$ cat src/design/aba_pkg.sv
// aba_pkg: register map, field layout, operation codes and carrier types
// for the host-side controller of the byte-serial block accelerator.
// assumes: device registers are reached over a simple byte-wide port.
package aba_pkg;

   // device register offsets
   localparam logic [1:0] ABA_OFS_CONTROL = 2'h0;
   localparam logic [1:0] ABA_OFS_STATUS  = 2'h1;
   localparam logic [1:0] ABA_OFS_INPUT   = 2'h2;
   localparam logic [1:0] ABA_OFS_OUTPUT  = 2'h3;

   // control_reg field positions
   localparam int ABA_CTL_DMA_EN   = 7;
   localparam int ABA_CTL_ERR_IE   = 6;
   localparam int ABA_CTL_DONE_IE  = 5;
   localparam int ABA_CTL_ERR_CLR  = 4;
   localparam int ABA_CTL_DONE_CLR = 3;
   localparam int ABA_CTL_OP_LSB   = 1;
   localparam int ABA_CTL_EN       = 0;

   // status_reg field positions
   localparam int ABA_ST_WR_ERR = 2;
   localparam int ABA_ST_RD_ERR = 1;
   localparam int ABA_ST_DONE   = 0;

   // operation_select codes
   localparam logic [1:0] ABA_OP_ENCRYPT = 2'h0;
   localparam logic [1:0] ABA_OP_KEYDER  = 2'h1;
   localparam logic [1:0] ABA_OP_DECRYPT = 2'h2;
   localparam logic [1:0] ABA_OP_KD_DEC  = 2'h3;

   // byte counts per block
   localparam logic [5:0] ABA_IN_BYTES_FULL  = 6'h20;
   localparam logic [5:0] ABA_IN_BYTES_KEY   = 6'h10;
   localparam logic [5:0] ABA_OUT_BYTES      = 6'h10;

   // fifo geometry and reset values
   localparam int         ABA_FIFO_DEPTH = 16;
   localparam logic [7:0] ABA_CTL_RESET  = 8'h00;

   // user order to the controller
   typedef struct packed {
      logic [1:0] op;
      logic       dma;
      logic       done_ie;
      logic       err_ie;
   } aba_cfg_t;

   // device register access
   typedef struct packed {
      logic       wr;
      logic       rd;
      logic [1:0] addr;
      logic [7:0] wdata;
   } aba_bus_t;

   function automatic logic [5:0] aba_in_count(input logic [1:0] op);
      aba_in_count = (op == ABA_OP_KEYDER) ? ABA_IN_BYTES_KEY : ABA_IN_BYTES_FULL;
   endfunction

endpackage

$ cat src/design/aba_fifo_mem.sv
// aba_fifo_mem: small dual-port storage with registered read data.
// assumes: one writer and one reader on the same clock.
`timescale 1ns/1ps
module aba_fifo_mem #(
   parameter int WIDTH = 8,
   parameter int DEPTH = 16,
   parameter int AW    = $clog2(DEPTH)
) (
   input  wire logic             sys_clk_i,
   input  wire logic             we_i,
   input  wire logic [AW-1:0]    waddr_i,
   input  wire logic [WIDTH-1:0] wdata_i,
   input  wire logic [AW-1:0]    raddr_i,
   output logic      [WIDTH-1:0] rdata_o
);
   logic [WIDTH-1:0] mem [DEPTH];

   always_ff @(posedge sys_clk_i) begin
      if (we_i) begin
         mem[waddr_i] <= wdata_i;
      end
      rdata_o <= mem[raddr_i];
   end
endmodule

$ cat src/design/aba_fifo.sv
// aba_fifo: first-word-fall-through buffer with valid/ready on both sides.
// assumes: synchronous to sys_clk_i; storage in aba_fifo_mem.
`timescale 1ns/1ps
module aba_fifo
   import aba_pkg::*;
#(
   parameter int WIDTH = 8,
   parameter int DEPTH = ABA_FIFO_DEPTH
) (
   input  wire logic             sys_clk_i,
   input  wire logic             rstn_i,
   input  wire logic             flush_i,
   input  wire logic             in_valid_i,
   output logic                  in_ready_o,
   input  wire logic [WIDTH-1:0] in_data_i,
   output logic                  out_valid_o,
   input  wire logic             out_ready_i,
   output logic      [WIDTH-1:0] out_data_o
);
   localparam int AW = $clog2(DEPTH);

   typedef struct packed {
      logic [AW:0] wptr;
      logic [AW:0] rptr;
      logic        oval;
   } aba_fifo_state_t;

   // one memory slot stays free: it still holds the word in the output register
   localparam logic [AW:0] MEM_SLOTS = (AW+1)'(DEPTH - 1);

   aba_fifo_state_t s_reg, s_next;
   logic [AW:0]     count;
   logic [AW-1:0]   rd_addr;
   logic            push, pop, load;

   assign count       = s_reg.wptr - s_reg.rptr;
   assign in_ready_o  = (count < MEM_SLOTS);
   assign push        = in_valid_i && in_ready_o;
   assign out_valid_o = s_reg.oval;
   assign pop         = s_reg.oval && out_ready_i;
   // memory word moves to the output register when it is empty or drained
   assign load        = (count != '0) && (!s_reg.oval || pop);
   // re-read the shown word until the next load so the output holds still
   assign rd_addr     = load ? s_reg.rptr[AW-1:0] : s_reg.rptr[AW-1:0] - 1'b1;

   aba_fifo_mem #(.WIDTH(WIDTH), .DEPTH(DEPTH)) u_mem (
      .sys_clk_i (sys_clk_i),
      .we_i      (push),
      .waddr_i   (s_reg.wptr[AW-1:0]),
      .wdata_i   (in_data_i),
      .raddr_i   (rd_addr),
      .rdata_o   (out_data_o)
   );

   always_comb begin
      s_next = s_reg;
      if (push) begin
         s_next.wptr = s_reg.wptr + 1'b1;
      end
      if (load) begin
         s_next.rptr = s_reg.rptr + 1'b1;
         s_next.oval = 1'b1;
      end else if (pop) begin
         s_next.oval = 1'b0;
      end
      if (flush_i) begin
         s_next = '0;
      end
   end

   always_ff @(posedge sys_clk_i or negedge rstn_i) begin
      if (!rstn_i) begin
         s_reg <= '0;
      end else begin
         s_reg <= s_next;
      end
   end
endmodule

$ cat src/design/aba_host.sv
// aba_host: controller that drives the block accelerator over its
// byte register port: programs control_reg, streams input bytes, waits for
// completion, reads 16 result bytes into a fifo and, in cpu mode, clears the flag.
// assumes: device answers a read with rdata valid one cycle after rd.
`timescale 1ns/1ps
module aba_host
   import aba_pkg::*;
#(
   parameter int FIFO_DEPTH = ABA_FIFO_DEPTH
) (
   input  wire logic       sys_clk_i,
   input  wire logic       rstn_i,
   // user orders
   input  wire logic       cfg_valid_i,
   input  wire aba_cfg_t   cfg_i,
   output logic            cfg_ready_o,
   input  wire logic       stop_i,
   input  wire logic       in_valid_i,
   input  wire logic [7:0] in_data_i,
   output logic            in_ready_o,
   output logic            out_valid_o,
   output logic [7:0]      out_data_o,
   input  wire logic       out_ready_i,
   output logic            err_o,
   output logic            busy_o,
   // device register port
   output logic            dev_wr_o,
   output logic            dev_rd_o,
   output logic [1:0]      dev_addr_o,
   output logic [7:0]      dev_wdata_o,
   input  wire logic [7:0] dev_rdata_i,
   input  wire logic       dev_irq_i,
   input  wire logic       dev_in_req_i,
   input  wire logic       dev_out_req_i
);
   typedef enum logic [3:0] {
      ST_IDLE    = 4'b0000,
      ST_DISABLE = 4'b0001,
      ST_PROG    = 4'b0010,
      ST_ENABLE  = 4'b0011,
      ST_WRITE   = 4'b0100,
      ST_POLL    = 4'b0101,
      ST_POLLW   = 4'b0110,
      ST_READ    = 4'b0111,
      ST_READW   = 4'b1000,
      ST_CLEAR   = 4'b1001,
      ST_ERRCLR  = 4'b1010,
      ST_VERIFY  = 4'b1011,
      ST_VERIFYW = 4'b1100,
      ST_AUDIT   = 4'b1101,
      ST_AUDITW  = 4'b1110
   } aba_state_t;

   typedef struct packed {
      aba_state_t st;
      aba_cfg_t   cfg;
      logic [5:0] cnt;
      aba_bus_t   bus;
      logic       in_ready;
      logic       err;
      logic       busy;
      logic       rd_pend;
   } aba_host_state_t;

   aba_host_state_t s_reg, s_next;
   logic            f_valid, f_ready, f_in_valid;
   logic [7:0]      f_data;

   // control_reg image with block_enable and optional clear strobes
   function automatic logic [7:0] ctl_word(input aba_cfg_t c, input logic en,
                                           input logic done_clr, input logic err_clr);
      logic [7:0] w;
      w                        = ABA_CTL_RESET;
      w[ABA_CTL_DMA_EN]        = c.dma;
      w[ABA_CTL_ERR_IE]        = c.err_ie;
      w[ABA_CTL_DONE_IE]       = c.done_ie;
      w[ABA_CTL_ERR_CLR]       = err_clr;
      w[ABA_CTL_DONE_CLR]      = done_clr;
      w[ABA_CTL_OP_LSB+:2]     = c.op;
      w[ABA_CTL_EN]            = en;
      return w;
   endfunction

   // one-cycle register read strobe
   function automatic aba_bus_t bus_read(input logic [1:0] addr);
      aba_bus_t b;
      b      = '0;
      b.rd   = 1'b1;
      b.addr = addr;
      return b;
   endfunction

   // one-cycle register write strobe
   function automatic aba_bus_t bus_write(input logic [1:0] addr, input logic [7:0] data);
      aba_bus_t b;
      b       = '0;
      b.wr    = 1'b1;
      b.addr  = addr;
      b.wdata = data;
      return b;
   endfunction

   // either error flag set in a status word
   function automatic logic status_error(input logic [7:0] s);
      return s[ABA_ST_RD_ERR] || s[ABA_ST_WR_ERR];
   endfunction

   // result bytes land in the fifo; its ready stalls further reads
   assign f_in_valid = s_reg.rd_pend;

   aba_fifo #(.WIDTH(8), .DEPTH(FIFO_DEPTH)) u_fifo (
      .sys_clk_i   (sys_clk_i),
      .rstn_i      (rstn_i),
      .flush_i     (1'b0),
      .in_valid_i  (f_in_valid),
      .in_ready_o  (f_ready),
      .in_data_i   (dev_rdata_i),
      .out_valid_o (f_valid),
      .out_ready_i (out_ready_i),
      .out_data_o  (f_data)
   );

   always_comb begin
      s_next          = s_reg;
      s_next.bus.wr   = 1'b0;
      s_next.bus.rd   = 1'b0;
      s_next.in_ready = 1'b0;
      s_next.rd_pend  = 1'b0;
      case (s_reg.st)
         ST_IDLE: begin
            if (cfg_valid_i) begin
               s_next.cfg  = cfg_i;
               s_next.busy = 1'b1;
               s_next.err  = 1'b0;
               s_next.st   = ST_DISABLE;
            end
         end
         ST_DISABLE: begin
            // block_enable dropped first, done_flag and both error flags cleared
            s_next.bus = '{wr: 1'b1, rd: 1'b0, addr: ABA_OFS_CONTROL,
                           wdata: ctl_word(s_reg.cfg, 1'b0, 1'b1, 1'b1)};
            s_next.st  = ST_PROG;
         end
         ST_PROG: begin
            // operation and irq enables while still disabled
            s_next.bus = '{wr: 1'b1, rd: 1'b0, addr: ABA_OFS_CONTROL,
                           wdata: ctl_word(s_reg.cfg, 1'b0, 1'b0, 1'b0)};
            s_next.st  = ST_ENABLE;
         end
         ST_ENABLE: begin
            s_next.bus = '{wr: 1'b1, rd: 1'b0, addr: ABA_OFS_CONTROL,
                           wdata: ctl_word(s_reg.cfg, 1'b1, 1'b0, 1'b0)};
            // input counter restarts with every fresh input phase
            s_next.cnt = '0;
            s_next.st  = ST_VERIFY;
         end
         ST_WRITE: begin
            // one byte per user handshake, any gap allowed
            if (stop_i) begin
               s_next.st = ST_IDLE;
               s_next.bus = '{wr: 1'b1, rd: 1'b0, addr: ABA_OFS_CONTROL,
                              wdata: ctl_word(s_reg.cfg, 1'b0, 1'b0, 1'b0)};
               s_next.busy = 1'b0;
            end else if (s_reg.cnt == aba_in_count(s_reg.cfg.op)) begin
               s_next.cnt = '0;
               s_next.st  = ST_POLL;
            end else if (s_reg.in_ready && in_valid_i) begin
               s_next.bus = bus_write(ABA_OFS_INPUT, in_data_i);
               s_next.cnt = s_reg.cnt + 6'h01;
            end else begin
               // ready pulses every other cycle and never beside a pending write
               s_next.in_ready = !s_reg.bus.wr && !s_reg.in_ready &&
                                 (!s_reg.cfg.dma || dev_in_req_i);
            end
         end
         ST_POLL: begin
            if (s_reg.cfg.dma) begin
               s_next.st = ST_READ;
            end else if (!s_reg.cfg.done_ie || dev_irq_i) begin
               // with the done interrupt on, status is read only once it fires
               s_next.bus = bus_read(ABA_OFS_STATUS);
               s_next.st  = ST_POLLW;
            end
         end
         ST_POLLW: begin
            // device answers status one cycle after the read strobe
            if (!s_reg.bus.rd) begin
               if (status_error(dev_rdata_i)) begin
                  s_next.err = 1'b1;
               end
               s_next.st = dev_rdata_i[ABA_ST_DONE] ? ST_READ : ST_POLL;
            end
         end
         ST_READ: begin
            // one read in flight; fifo room is checked before each strobe
            if (s_reg.cnt == ABA_OUT_BYTES) begin
               s_next.cnt = '0;
               s_next.st  = s_reg.cfg.dma ? ST_ERRCLR : ST_AUDIT;
            end else if (f_ready && !s_reg.rd_pend && !s_reg.bus.rd &&
                         (!s_reg.cfg.dma || dev_out_req_i)) begin
               s_next.bus = bus_read(ABA_OFS_OUTPUT);
               s_next.st  = ST_READW;
            end
         end
         ST_READW: begin
            s_next.rd_pend = 1'b1;
            s_next.cnt     = s_reg.cnt + 6'h01;
            s_next.st      = ST_READ;
         end
         ST_VERIFY: begin
            // read control back: enables and operation stick, clears read as zero
            s_next.bus = bus_read(ABA_OFS_CONTROL);
            s_next.st  = ST_VERIFYW;
         end
         ST_VERIFYW: begin
            if (!s_reg.bus.rd) begin
               if (dev_rdata_i != ctl_word(s_reg.cfg, 1'b1, 1'b0, 1'b0)) begin
                  s_next.err = 1'b1;
               end
               s_next.st = ST_WRITE;
            end
         end
         ST_AUDIT: begin
            // status once more after the result: a read error shows up here
            s_next.bus = bus_read(ABA_OFS_STATUS);
            s_next.st  = ST_AUDITW;
         end
         ST_AUDITW: begin
            if (!s_reg.bus.rd) begin
               if (status_error(dev_rdata_i)) begin
                  s_next.err = 1'b1;
               end
               s_next.st = ST_CLEAR;
            end
         end
         ST_CLEAR: begin
            s_next.bus = bus_write(ABA_OFS_CONTROL, ctl_word(s_reg.cfg, 1'b1, 1'b1, 1'b0));
            s_next.st  = ST_ERRCLR;
         end
         ST_ERRCLR: begin
            // error clear only once err is set, by a status read that saw a flag or by a control readback mismatch
            if (s_reg.err) begin
               s_next.bus = '{wr: 1'b1, rd: 1'b0, addr: ABA_OFS_CONTROL,
                              wdata: ctl_word(s_reg.cfg, 1'b1, 1'b0, 1'b1)};
            end
            s_next.st = ST_WRITE;
         end
         default: begin
            s_next.st = ST_IDLE;
         end
      endcase
   end

   always_ff @(posedge sys_clk_i or negedge rstn_i) begin
      if (!rstn_i) begin
         s_reg <= '0;
      end else begin
         s_reg <= s_next;
      end
   end

   // every output below is a register bit except cfg_ready_o, which is decoded from the state
   assign cfg_ready_o = (s_reg.st == ST_IDLE);
   assign in_ready_o  = s_reg.in_ready;
   assign out_valid_o = f_valid;
   assign out_data_o  = f_data;
   assign err_o       = s_reg.err;
   assign busy_o      = s_reg.busy;
   assign dev_wr_o    = s_reg.bus.wr;
   assign dev_rd_o    = s_reg.bus.rd;
   assign dev_addr_o  = s_reg.bus.addr;
   assign dev_wdata_o = s_reg.bus.wdata;
endmodule

$ cat config.mk
export PLATFORM = sky130hd
export DESIGN_NAME = aba_host
export DESIGN_NICKNAME = d
export VERILOG_FILES = /design/src/design/aba_pkg.sv /design/src/design/aba_fifo_mem.sv /design/src/design/aba_fifo.sv /design/src/design/aba_host.sv
export SDC_FILE = /design/constraint.sdc
export NUM_CORES = 1
export LEC_CHECK = 0
export CELL_PAD_IN_SITES_DETAIL_PLACEMENT = 0
export CELL_PAD_IN_SITES_GLOBAL_PLACEMENT = 2
export CORE_AREA = 2 2 151 153
export CTS_CLUSTER_DIAMETER = 120
export DETAILED_ROUTE_END_ITERATION = 10
export DIE_AREA = 0 0 153 155
export DONT_BUFFER_PORTS = 1
export PLACE_DENSITY = 0.74
export RECOVER_POWER = 100
export SLEW_MARGIN = 20
export SYNTH_ARGS = -nofsm -noshare
export SYNTH_HDL_FRONTEND = slang
export SYNTH_SLANG_ARGS = --single-unit
export TNS_END_PERCENT = 5
$ cat constraint.sdc
create_clock -name sys_clk_i -period 3.23 [get_ports sys_clk_i]
set_clock_uncertainty 0.1 [all_clocks]
set_input_delay 0.1615 -clock sys_clk_i [delete_from_list [all_inputs] [get_ports sys_clk_i]]
set_output_delay 0.1615 -clock sys_clk_i [all_outputs]
set_load 0.01 [all_outputs]
==> flow_results.org, run 1 <==
** Synthesis
- Yosys attributes the largest share of cell area to edfxtp_1 (44%), dfrtp_1 (12%), a221o_1 (2.4%).
- When the netlist entered floorplanning its net count stood at 775.
- In this run, synthesis inferred 128 flip-flops with an integrated enable.
- For this run, the register share of the synthesized area comes to 58.1%.
- Syn Inst Count :: 732
- In the synthesized netlist, the cells that appear most often are edfxtp_1 (128), nand2_1 (45), dfrtp_1 (42), o21ai_0 (38).
- A synthesized cell averages 11.9 um2.
- Top cell type's share of synthesized area :: 44.2%
- Most frequent cell after synthesis :: edfxtp_1
- Area leader, netlist :: edfxtp_1
- Yosys printed 0 warnings.
- Among all flip-flop cells after synthesis, the most frequent one is edfxtp_1.
- Post-synthesis instance area :: 8710 um2
- Counting flops with an async set or reset pin after synthesis yields a share of 23.6%.
- The netlist uses 74 different library cells.
- Register bit count reported by yosys :: 178

** Floorplanning
- DIE AREA :: 23,700 um2
- 55 I/O pins were placed.
- Row count :: 55
- Initial standard-cell utilization of the core :: 39.2%
- Measured along the x axis, the die boundary spans 153 um.
- The floorplan step defined a core boundary enclosing 22,200 um2.
- In this run the vertical extent of the chip is 155 um.

** Critical path
- Worst setup SP type :: register
- Data arrival, critical path :: 3340 ps
- Worst-path cell chain :: inv_1 -> ha_2 -> inv_1 -> fa_2 -> nand3_1 -> a21o_1 -> buf_4 -> o2111ai_4 -> a21o_4 -> buf_4 -> and3_1 -> a211oi_1 -> a211o_1 -> nand4_1
- STA classifies the critical path endpoint as a register.
- Data on the critical path is required at its endpoint by 3430 ps.
- Top Family by Delay on Critical Path :: compound AO/OA/AOI/OAI gates
- Together, buffers and inverters on the worst path number 4.
- Crit path kind :: register to register
- Critical path's largest stage delay :: 390 ps
- Critical Path Fanout Max :: 12
- Cell at the slowest stage of the critical path :: dfrtp_1

** GRT
- The first global-routing pass estimated 38,800 um of wire.
- The total overflow left after global routing is 0.
- Entering global routing, the biggest net connects 43 pins.
- GRT Overall Usage :: 21.6%
- The via count of the first global-routing pass is 6,427.
- The number of antenna violations at the first check in global routing was 2.

** Power and ir drop
- Cell Pwr Density :: 959 nW/um2
- IR analysis of the VDD net gives a maximum drop of 0.000504 V.
- Leakage dissipation :: 0.00377 uW

** STA
- Tightest hold margin :: 13.0 ps
- At the pin with the least slew margin, the transition time is 2310 ps.
- Setup violations remaining at the end of the flow were counted as 0.
- Hold violation total from the final report :: 0
- Timing would allow up to 319 MHz.
- Max-slew headroom at the worst pin :: -53.7%
- Setup TNS after final layout :: 0 ps
- Dividing the final minimum period by the clock period gives 97.1%.
- For the finished layout, the period the worst path requires is 3130 ps.
- Max-slew violation count :: 43

** Clock tree
- The H-tree generated during clock tree synthesis spans 4 levels.
- Clock sink total :: 178
- TritonCTS built the clock tree.
- Clock network latency to the later pin of the worst-skew pair :: 430 ps
- The cell sitting at the root of the clock tree is a clkbuf_16.
- In this run the deepest clock path goes through 2 buffers.
- Clock slew at reported path FFs :: 70 ps
- Clock tree synthesis inserted a total of 17 buffers.

** Finish
- # diodes :: 0
- Largest register FFs :: 128
- In the final layout, the share of cells above drive strength 1 is 16.6%.
- From synthesis to final layout, the design area changed by 18.5%.
- Filler instances :: 2,011
- Count of nets after finishing :: 831

** Routing
- For this run, design rule violations remaining after detail routing come to 0.
- Drt pass-1 iters :: 7
- Routed via count :: 6,450
- First DRT Iteration DRCs :: 547
- Total Routed Length :: 25,200 um
- Using the TritonRoute via totals, the vias-per-cell ratio works out to 5.94.
- Antenna Violating Nets Remaining :: 0
- After detailed routing, the average wire length per cell comes to 23.2 um.

** Placement
- Buffers on Ports :: 0
- Once detailed placement completed, the half-perimeter wirelength came to 16,900 um.
- The congestion estimate from routability-driven global placement came to 0.877.

** Min path
- In this run the worst hold path is classified as input pin to register.

** Status
- Violations in the final reports :: capacitance limit, slew limit
- Outcome :: complete, but fails checks

** Flow run
- Max-cap viol count :: 1
[cells by family (layout without fill, tap and decap cells)]
group,Yosys count,after routing,share of synthesized area [%]
compound gates,221,221,18.7
xor+xnor,17,17,2.01
fa+ha+maj,13,13,1.95
buf+inv,77,146,3.97
flops,178,178,58.1
mux,20,20,2.69
simple gates,206,206,12.6
[cell type report]
cell class	count	area [um2]	share of cell area, %
tap	285	357	3.46
clock inverter	10	85.1	0.825
clock buffer	22	485	4.70
multi-input combinational	477	3410	33.1
timing repair buffer	87	825	7.99
sequential	178	5050	49.0
inverter	27	101	0.982
[what timing repair did]
item	4_1_cts	5_1_grt
buffers inserted	1	3
endpoints found under the setup margin	6	55
hold buffers	26	0
hold endpoints to repair	188	0
pin swaps	2	4
gates resized for setup	7	16
[final timing paths]
| kind | endpoint | slack [ps] | depth (start not counted) | start |
|---|---|---|---|---|
| worst max-delay path | u_fifo.u_mem.rdata_o[6] | 100 | 14 | u_fifo.s_reg[6] |
| worst min-delay path | busy_o | 10 | 2 | cfg_valid_i |
| worst max register to register | u_fifo.u_mem.rdata_o[6] | 100 | 14 | u_fifo.s_reg[6] |
| worst min register to register | u_fifo.s_reg[10] | 390 | 1 | u_fifo.s_reg[10] |
| max in group asynchronous | s_reg[16] | 840 | 2 | rstn_i |
| min in group asynchronous | dev_wdata_o[3] | 870 | 2 | rstn_i |
[report_power, final]
part / internal (uW) / leakage (uW) / switching (uW)
logic: 2070 / 0.00174 / 2710
clock network: 1090 / 0.000281 / 908
registers: 2720 / 0.00175 / 391
[per-layer routing]
metal / GRT usage [%] / share of wire (%) / vias up
met4: 7.28 / 2.7 / 0
li1: - / - / 2960
met1: 28.2 / 42 / 3219
met3: 4.46 / 6.7 / 39
met2: 36.2 / 48 / 232
met5: 0 / 0 / -
[cell usage in the layout (no fill, tap or decap), types with 8 or more instances in the layout]
master and instances:
nor2_1 32, and2_1 19, ha_1 10, dfxtp_1 8
dfrtp_1 42, and3_1 10, inv_1 26, a211o_1 12
nor3_1 13, mux2i_1 10, a21oi_1 23, o22ai_1 28
xnor2_1 11, nand4_1 12, nor2b_1 12, o21ai_0 36
clkbuf_16 18, edfxtp_1 128, dlygate4sd3_1 25, a221o_1 21
nand3_1 27, nand2_1 45, buf_12 9, o221ai_1 13
buf_4 48, a22oi_1 17
[through the flow]
| step | utilization [%] | total power [uW] | worst slack, ps | cells | area (um2) |
|---|---|---|---|---|---|
| 2_1_floorplan | - | 6110 | 2.14 | 732 | 8720 |
| 3_3_place_gp | 42.2 | 7570 | -28.5 | 1024 | 9370 |
| 3_5_place_dp | 42.2 | 7640 | -83.7 | 1024 | 9370 |
| 4_1_cts | 46.2 | 9770 | 4.01 | 1083 | 10300 |
| 5_1_grt | 46.4 | 10500 | -5.20 | 1086 | 10300 |
| 6_report | 46.4 | 9890 | 95.1 | 1086 | 10300 |
Note: power is estimated with default switching activity, not from simulation.
==> inputs of run 2 (changes only) <==
--- a/config.mk
+++ b/config.mk
@@ -12,7 +12,7 @@
 export DETAILED_ROUTE_END_ITERATION = 10
 export DIE_AREA = 0 0 153 155
 export DONT_BUFFER_PORTS = 1
-export PLACE_DENSITY = 0.74
+export PLACE_DENSITY_LB_ADDON = 0.1
 export RECOVER_POWER = 100
 export SLEW_MARGIN = 20
 export SYNTH_ARGS = -nofsm -noshare
==> run 2 against run 1 <==
The run still ends with capacitance limit, slew limit left. First-iteration DRC count increased by 4.8%. Flip-flop and latch count is the same. Routed wire length grew 1.6%. Non-clock buffer count rose by 9. Power increased by 0.92%. Combinational power increased by 0.8%. Sequential share of layout area shrank 0.65 points. Setup slack improved by 6.1 ps. Largest cell class unchanged.
==> flow_results.org, run 2 (synthesis gave the netlist of run 1 again) <==
** Finish
- The share of final-layout standard cells stronger than drive strength 1 came to 16.9% (+0.31 points).
- Fraction of the core area covered by cells at the end of the flow :: 47.0% (+0.62 points)
- Count of nets after finishing :: 840 (+1.1%)
- Highest-count cells in the layout ignoring fill and taps :: edfxtp_1 (128), buf_4 (53), nand2_1 (45)
- Area of all placed cells without fillers :: 10,500 um2 (+1.3%)
- Commonest non-fill, non-tap cell in the layout :: edfxtp_1
- The count of inserted antenna diode cells was 0 (unchanged).
- Largest register FFs :: 128 (unchanged)
- Filler instances :: 2,011 (unchanged)
- Relative to the synthesized area, the layout overhead comes to 20.1%.

** GRT
- GRT Overall Usage :: 21.7% (+0.13 points)
- Global route total overflow :: 0 (unchanged)
- Vias in the first global route :: 6,424 (-0.047%)
- Global-route wire length before repair :: 38,600 um (-0.41%)
- Antenna violations before repair :: 1 (-1)
- Maximum number of pins on one net before global-route repair :: 43 (unchanged)

** Power and ir drop
- The power per standard cell area was 955 nW/um2 (-0.41%).
- The sequential share of power was 30.9% (-0.6 points).
- Portion of total power attributed to the clock network :: 20.8% (+0.6 points)
- Switching Share :: 41.3% (+0.76 points)
- The cell-internal power is 5860 uW (-0.37%).
- Leakage dissipation :: 0.00383 uW (+1.5%)
- Share of power burned in combinational logic :: 48.3% (about the same)
- Net Sw Power :: 4120 uW (+2.8%)
- The peak supply drop was 0.000400 V (-21%).

** Critical path
- The critical path goes through inv_1 -> ha_1 -> inv_1 -> fa_2 -> and3b_2 -> o2111a_4 -> buf_12 -> a221oi_4 -> o21ai_4 -> or4_1 -> nand3_1.
- Broken down by cell family, the worst path's largest delay share belongs to simple AND/OR/NAND/NOR gates.
- Crit path kind :: register to register
- Critical Path Fanout Max :: 7 (-5)
- The number of buffers and inverters on the critical path was 3 (-1).
- Data arrival, critical path :: 3400 ps (+60 ps)
- For this design, the slowest cell found on the critical path is fa_2.
- Critical path's largest stage delay :: 580 ps (+190 ps)
- Worst reg2reg startpoint :: u_fifo.s_reg[6]
- Cell occurring most often along the worst timing path :: inv_1
- STA classifies the critical path startpoint as a register.
- Crit path launch :: u_fifo.s_reg[6]
- The data required time at the worst endpoint is 3500 ps (+70 ps).
- STA classifies the critical path endpoint as a register.

** Floorplanning
- The total core area is 22,200 um2 (unchanged).
- The number of core rows came to 55 (unchanged).
- The floorplan die width is 153 um (unchanged).
- The die outline area was 23,700 um2 (unchanged).
- Top-Level Pins :: 55 (unchanged)
- Initial standard-cell utilization of the core :: 39.2% (unchanged)
- The die outline height came to 155 um (unchanged).

** Min path
- Worst Hold Launch :: cfg_valid_i
- The tightest min-delay check is of the input pin to register type.

** Clock tree
- Clock sink total :: 178 (unchanged)
- The maximum level of the CTS H-tree is 4 (unchanged).
- Clock tree synthesis selected as its root buffer the cell clkbuf_16.
- TritonCTS buffer count :: 17 (unchanged)
- TritonCTS built the clock tree.
- The source-to-sink clock delay at the later pin of the worst-skew pair is 450 ps (+20 ps).
- Clock slew at reported path FFs :: 70 ps (about the same)
- The maximum count of clock buffers along a single path is 2 (unchanged).

** STA
- The final period demand of the worst path was 3130 ps (-6.10 ps).
- Count of final setup violators :: 0 (unchanged)
- The share of the clock period used by the worst path came to 96.9% (-0.19 points).
- Max-slew violation count :: 43 (unchanged)
- The number of failing hold endpoints at the final stage was 0 (unchanged).
- The actual slew at the worst max-slew pin was 2450 ps (+139 ps).
- The achievable clock frequency is 320 MHz (+0.19%).
- Setup repair after global routing missed its margin :: true
- The remaining max-slew budget at the tightest pin is -63.0% (-9.3 points).
- The final setup slack of the worst path was 101 ps (+6.10 ps).

** Placement
- HPWL after detailed placement :: 17,200 um (+2.0%)
- Worst slack at placement :: -103 ps (-19.2 ps)
- The weighted congestion reported at the end of routability-driven placement is 0.832 (-5.1%).
- The post-detailed-placement cell area came to 9480 um2 (+1.2%).
- Buffers on Ports :: 0 (unchanged)

** Flow run
- The count of max-cap constraint violations was 1 (unchanged).

** Routing
- The routed length per placed instance was 23.4 um (+0.76%).
- Vias/cell :: 5.89 (-0.85%)
- The via count was 6,448 (-0.031%).
- Antenna Violating Nets Remaining :: 0 (unchanged)
- Drt pass-1 iters :: 5 (-2)
- The violation count after the first detailed-route iteration came to 573 (+4.8%).
- Post-route DRC violation count :: 0 (unchanged)
- The total detailed-routing wirelength was 25,600 um (+1.6%).

** Status
- Outcome :: complete, but fails checks
- Violations in the final reports :: capacitance limit, slew limit
[run 2: cell count changes in the layout (fill, tap and decap cells not counted), sizes merged]
cell,before,now
inv,34,33
clkinv,2,6
dlygate4sd3,25,26
clkinvlp,1,2
clkbuf,25,19
buf,59,69
[run 2: path summary, 6_finish.rpt]
| path | endpoint | slack, ps | cells past startpoint |
|---|---|---|---|
| worst max-delay path | u_fifo.u_mem.rdata_o[7] | 100 | 11 |
| worst min-delay path | err_o | 30 | 3 |
| worst max register to register | u_fifo.u_mem.rdata_o[7] | 100 | 11 |
| worst min register to register | u_fifo.s_reg[5] | 400 | 1 |
| max in group asynchronous | u_fifo.s_reg[1] | 730 | 2 |
| min in group asynchronous | dev_addr_o[0] | 900 | 2 |
[run 2: power groups by stage]
| stage | combinational (uW) | clock, uW | sequential [uW] |
|---|---|---|---|
| final | 4820 | 2080 | 3090 |
| after global routing | 5240 | 2200 | 3130 |
| after CTS | 4680 | 2120 | 3090 |
| after detailed placement | 4560 | 0 | 3140 |
| after global placement | 4500 | 0 | 3140 |
| after floorplan | 3170 | 0 | 2940 |
[run 2: per-stage QoR]
step	cells	hold WS [ps]	TNS [ps]	total power, uW
2_1_floorplan	732	-234	0	6110
3_3_place_gp	1032	-233	-11.6	7640
3_5_place_dp	1032	-233	-174	7700
4_1_cts	1091	30.3	0	9880
5_1_grt	1095	108	-6.69	10600
6_report	1095	28.5	0	9980
[run 2: final cells by class]
class                           count  area (um2)  share of cell area, %
Sequential cell                   178        5050                   48.3
Multi-Input combinational cell    477        3380                   32.3
Timing Repair Buffer               96         965                   9.23
Clock buffer                       18         439                   4.20
Tap cell                          285         357                   3.41
Clock inverter                     14         163                   1.56
Inverter                           27         101                  0.969
[run 2: tightest hold or removal path, delay by kind of cell]
| kind | cells | cell delay, ps |
|---|---|---|
| and+or+nand+nor | 2 | 300 |
| AOI/OAI and AO/OA | 1 | 70 |
[run 2: routing by layer]
metal / routed length, um / GRT usage, % / share of wire, % / vias to the layer above
li1: - / - / - / 2978
met1: 10700 / 26.7 / 42 / 3216
met2: 13000 / 38.7 / 51 / 213
met5: 14 / 0 / 0.055 / -
met3: 1420 / 4.35 / 5.6 / 39
met4: 471 / 6.79 / 1.8 / 2
[run 2: timing repair]
| item | 4_1_cts | 5_1_grt |
|---|---|---|
| pin swaps | 1 | 7 |
| buffers inserted | 0 | 4 |
| hold endpoints to repair | 188 | 0 |
| resized for setup | 3 | 10 |
| setup endpoints to repair | 8 | 8 |
| hold buffers | 27 | 0 |
==> inputs of run 3 (changes only) <==
--- a/config.mk
+++ b/config.mk
@@ -7,15 +7,16 @@
 export LEC_CHECK = 0
 export CELL_PAD_IN_SITES_DETAIL_PLACEMENT = 0
 export CELL_PAD_IN_SITES_GLOBAL_PLACEMENT = 2
-export CORE_AREA = 2 2 151 153
+export CORE_AREA = 2 2 142 144
 export CTS_CLUSTER_DIAMETER = 120
 export DETAILED_ROUTE_END_ITERATION = 10
-export DIE_AREA = 0 0 153 155
+export DIE_AREA = 0 0 144 146
 export DONT_BUFFER_PORTS = 1
 export PLACE_DENSITY_LB_ADDON = 0.1
 export RECOVER_POWER = 100
 export SLEW_MARGIN = 20
 export SYNTH_ARGS = -nofsm -noshare
 export SYNTH_HDL_FRONTEND = slang
+export SYNTH_HIERARCHICAL = 1
 export SYNTH_SLANG_ARGS = --single-unit
 export TNS_END_PERCENT = 5
==> run 3 against run 2 <==
Register-to-register slack lost 120 ps. Synthesized area shrank 7.7%. Synthesized cell count shrank 28%. Global-route usage shrank 3.2 points. Critical path depth grew 4. The flow finishes with violations (capacitance limit, slew limit, setup timing). Fmax shrank 3.6%. First-iteration DRC count shrank 58%. Largest power group unchanged. Power shrank 8.0%. Non-clock buffer count shrank 2. Critical endpoint is now u_fifo/u_mem/rdata_o[6]. Count of clock-buffer cells in the layout is the same. Sequential share of layout area grew 3.9 points. Design area shrank 7.4%.
==> flow_results.org, run 3 <==
** Status
- The flow ran to the end, but the final reports show violations.
- The checks that failed: capacitance limit, slew limit, setup timing.

** Flow run
- Max-cap viol count :: 1 (unchanged)

** Synthesis
- Area leader, netlist :: edfxtp_1
- Top cell type's share of synthesized area :: 47.8% (+3.7 points)
- Yosys attributes the largest share of cell area to edfxtp_1 (48%), dfrtp_1 (13%), mux4_2 (5.0%).
- Sequential element share of the synthesized area :: 62.9% (+4.8 points)
- Among all flip-flop cells after synthesis, the most frequent one is edfxtp_1.
- Syn Inst Count :: 530 (-28%)
- Per-instance average area after synthesis :: 15.2 um2 (+27%)
- EDFF count, synth :: 128 (unchanged)
- Synth Warn # :: 6 (+6)
- Register bit count reported by yosys :: 178 (unchanged)
- Asr flop ratio synth :: 23.6% (unchanged)
- By count the netlist is led by edfxtp_1 (128), dfrtp_1 (42), nor2_1 (34), nand2_1 (23), inv_1 (19).
- Synth unique cells :: 75 (+1.4%)
- Post-synthesis instance area :: 8040 um2 (-7.7%)
- Yosys instantiated no cell more often than edfxtp_1.

** Clock tree
- Clock network latency to the later pin of the worst-skew pair :: 430 ps (-20 ps)
- The clock-pin slew of the registers on the worst-case setup and hold paths was 80 ps (about the same).
- The total clock sinks is 178 (unchanged).
- H-tree Lvls :: 4 (unchanged)
- TritonCTS buffer count :: 17 (unchanged)
- Max Root-Sink Buffers :: 2 (unchanged)
- The tree is rooted in a clkbuf_16.
- TritonCTS built the clock tree.

** GRT
- Global route total overflow :: 0 (unchanged)
- Global-route wire length before repair :: 28,800 um (-25%)
- Maximum number of pins on one net before global-route repair :: 43 (unchanged)
- Vias in the first global route :: 4,941 (-23%)
- The number of antenna violations at the first check in global routing is 3 (+2).
- The global-route usage over all layers was 18.5% (-3.2 points).

** Finish
- Highest-count cells in the layout ignoring fill and taps :: edfxtp_1 (128), buf_4 (46), dfrtp_1 (41)
- The final standard cell count with taps included and fillers excluded was 893 (-18%).
- Layout overhead on the synthesized area :: 20.5%
- The library cell used most frequently in the layout, excluding fill and tap cells, is edfxtp_1.
- Fraction of the core area covered by cells at the end of the flow :: 50.1% (+3.0 points)
- Count of nets after finishing :: 654 (-22%)
- The number of flip-flops in the largest register is 128 (unchanged).
- The share of final-layout standard cells stronger than drive strength 1 is 26.3% (+9.4 points).

** Routing
- The first-pass iteration count of the detailed router came to 4 (-1).
- Detail-routed net length per standard cell :: 20.6 um (-12%)
- The number of nets with antenna violations after routing was 0 (unchanged).
- Total Routed Length :: 18,400 um (-28%)
- The violation count after the first detailed-route iteration was 238 (-58%).
- Post-route DRC violation count :: 0 (unchanged)
- Routed via count :: 4,789 (-26%)
- Vias/cell :: 5.36 (-8.9%)

** STA
- The final period demand of the worst path came to 3250 ps (+118 ps).
- Share of the clock period used by the worst path :: 101% (+3.6 points)
- Maximum clock frequency :: 308 MHz (-3.6%)
- The count of final setup violators is 1 (+1).
- The remaining max-slew budget at the tightest pin was -59.7% (+3.3 points).
- The number of failing hold endpoints at the final stage is 0 (unchanged).
- Final WS setup :: -16.6 ps (-118 ps)
- Setup repair after global routing could not meet its margin everywhere.
- Transition at the pin with the smallest max-transition slack :: 2400 ps (-49.9 ps)
- Max-slew violation count :: 43 (unchanged)

** Floorplanning
- Initial standard-cell utilization of the core :: 41.6% (+2.4 points)
- The total I/O pin count was 55 (unchanged).
- The total core area is 19,300 um2 (-13%).
- The die outline height was 146 um (-5.8%).
- DIE AREA :: 21,000 um2 (-11%)
- The number of core rows came to 51 (-7.3%).
- The floorplan die width was 144 um (-5.9%).

** Critical path
- The maximum single-stage delay on the critical path was 520 ps (-60 ps).
- Top Family by Delay on Critical Path :: compound AO/OA/AOI/OAI gates
- Cell at the slowest stage of the critical path :: mux4_2
- The endpoint arrival time on the critical path was 3460 ps (+60 ps).
- Element type at the critical path end :: register
- The data required time at the worst endpoint is 3440 ps (-60 ps).
- The number of buffers and inverters on the critical path is 5 (+2).
- STA classifies the critical path startpoint as a register.
- Worst-path cell chain :: inv_2 -> ha_4 -> inv_2 -> fa_2 -> a21o_1 -> a21oi_2 -> xnor2_2 -> o31ai_2 -> buf_6 -> xnor2_4 -> buf_12 -> buf_12 -> mux4_2 -> a22oi_2 -> nand2_1
- Crit path kind :: register to register
- The largest fanout of any net on the critical path came to 7 (unchanged).

** Placement
- HPWL after detailed placement :: 12,200 um (-29%)
- The placed cell count came to 821 (-20%).
- Worst slack at placement :: -180 ps (-77.0 ps)
- The number of buffers inserted by port buffering was 0 (unchanged).
- Placer's final routability congestion estimate :: 0.790 (-5.1%)

** Min path
- Worst Hold Class :: input pin to register

** Power and ir drop
- IR Drop Worst-Case VDD :: 0.000416 V (+3.8%)
- The leakage power is 0.00346 uW (-9.6%).
- Cell Pwr Density :: 949 nW/um2 (-0.62%)
[run 3: changes by cell type in the layout (fill, tap and decap cells not counted), moves of 8 or more]
cell      change
a21oi_1      -12
nand2_1      -22
a22oi_2       +8
o21ai_0      -29
and2_1       -18
o221ai_1     -10
nand3_1      -18
a22oi_1       -8
inv_1         -9
a211o_1      -11
mux4_2       +29
a221o_1      -15
o22ai_1      -25
and3_1        -9
[run 3: worst paths after layout]
| path | start | to | slack [ps] | depth (start not counted) |
|---|---|---|---|---|
| setup / recovery | u_fifo/s_reg[6] | u_fifo/u_mem/rdata_o[6] | -20 | 15 |
| hold / removal | dev_rdata_i[7] | err_o | 30 | 4 |
| setup reg to reg | u_fifo/s_reg[6] | u_fifo/u_mem/rdata_o[6] | -20 | 15 |
| hold reg to reg | dev_wr_o | in_ready_o | 410 | 1 |
| max in group asynchronous | rstn_i | u_fifo/s_reg[6] | 570 | 2 |
| min in group asynchronous | rstn_i | dev_wdata_o[7] | 880 | 2 |
[run 3: per-layer routing]
metal | track usage, % | share of wire (%) | up-vias
met5 | 0 | 0 | -
met4 | 6.32 | 1.6 | 0
met3 | 3.59 | 3.4 | 18
met2 | 31.0 | 51 | 93
met1 | 24.1 | 44 | 2456
li1 | - | - | 2222
[run 3: final cells by class]
type | instances | area, um2
Fill cell | 1671 | 9650
Sequential cell | 178 | 5060
Multi-Input combinational cell | 304 | 2760
Timing Repair Buffer | 94 | 867
Clock buffer | 18 | 429
Tap cell | 265 | 332
Clock inverter | 14 | 171
Inverter | 19 | 71.3
Antenna cell | 1 | 2.50
[run 3: logic make-up (layout without fill, tap and decap cells)]
family                   count (synthesis)  count (layout)  share of synthesized area [%]
buffers and inverters                   51             145                           3.60
flip-flops                             178             178                           62.9
AO/OA/AOI/OAI                           99              99                           9.61
XOR/XNOR                                14              14                           1.90
AND/OR/NAND/NOR                        132             132                           8.91
other                                    1               5                         0.0467
adder cells (fa/ha/maj)                 10              10                           1.65
multiplexers                            45              45                           11.4
[run 3: power by group]
part	switching [uW]	internal [uW]
clock network	928	1170
registers	342	2690
logic	1890	2170
total	3160	6030
[run 3: through the flow]
step | area [um2] | total power [uW] | hold WS (ps) | setup TNS (ps)
4_1_cts | 9690 | 9270 | 15.2 | -689
3_3_place_gp | 8610 | 6620 | -233 | -907
5_1_grt | 9680 | 9690 | 28.2 | -2900
2_1_floorplan | 8040 | 5690 | -234 | -948
6_report | 9680 | 9190 | 25.9 | -16.6
3_5_place_dp | 8610 | 6640 | -233 | -1150
[run 3: repair_timing]
action	CTS	global route
buffers inserted	8	0
hold buffers	30	0
setup endpoints to repair	8	19
resized for setup	12	11
pin swaps	2	2
endpoints found under the hold margin	189	0
gates cloned	1	0
[run 3: worst min-delay path, stage by stage]
cell     delay, ps
xnor2_1         70
nand3_1         90
nor4_1          50
o21ai_0        140
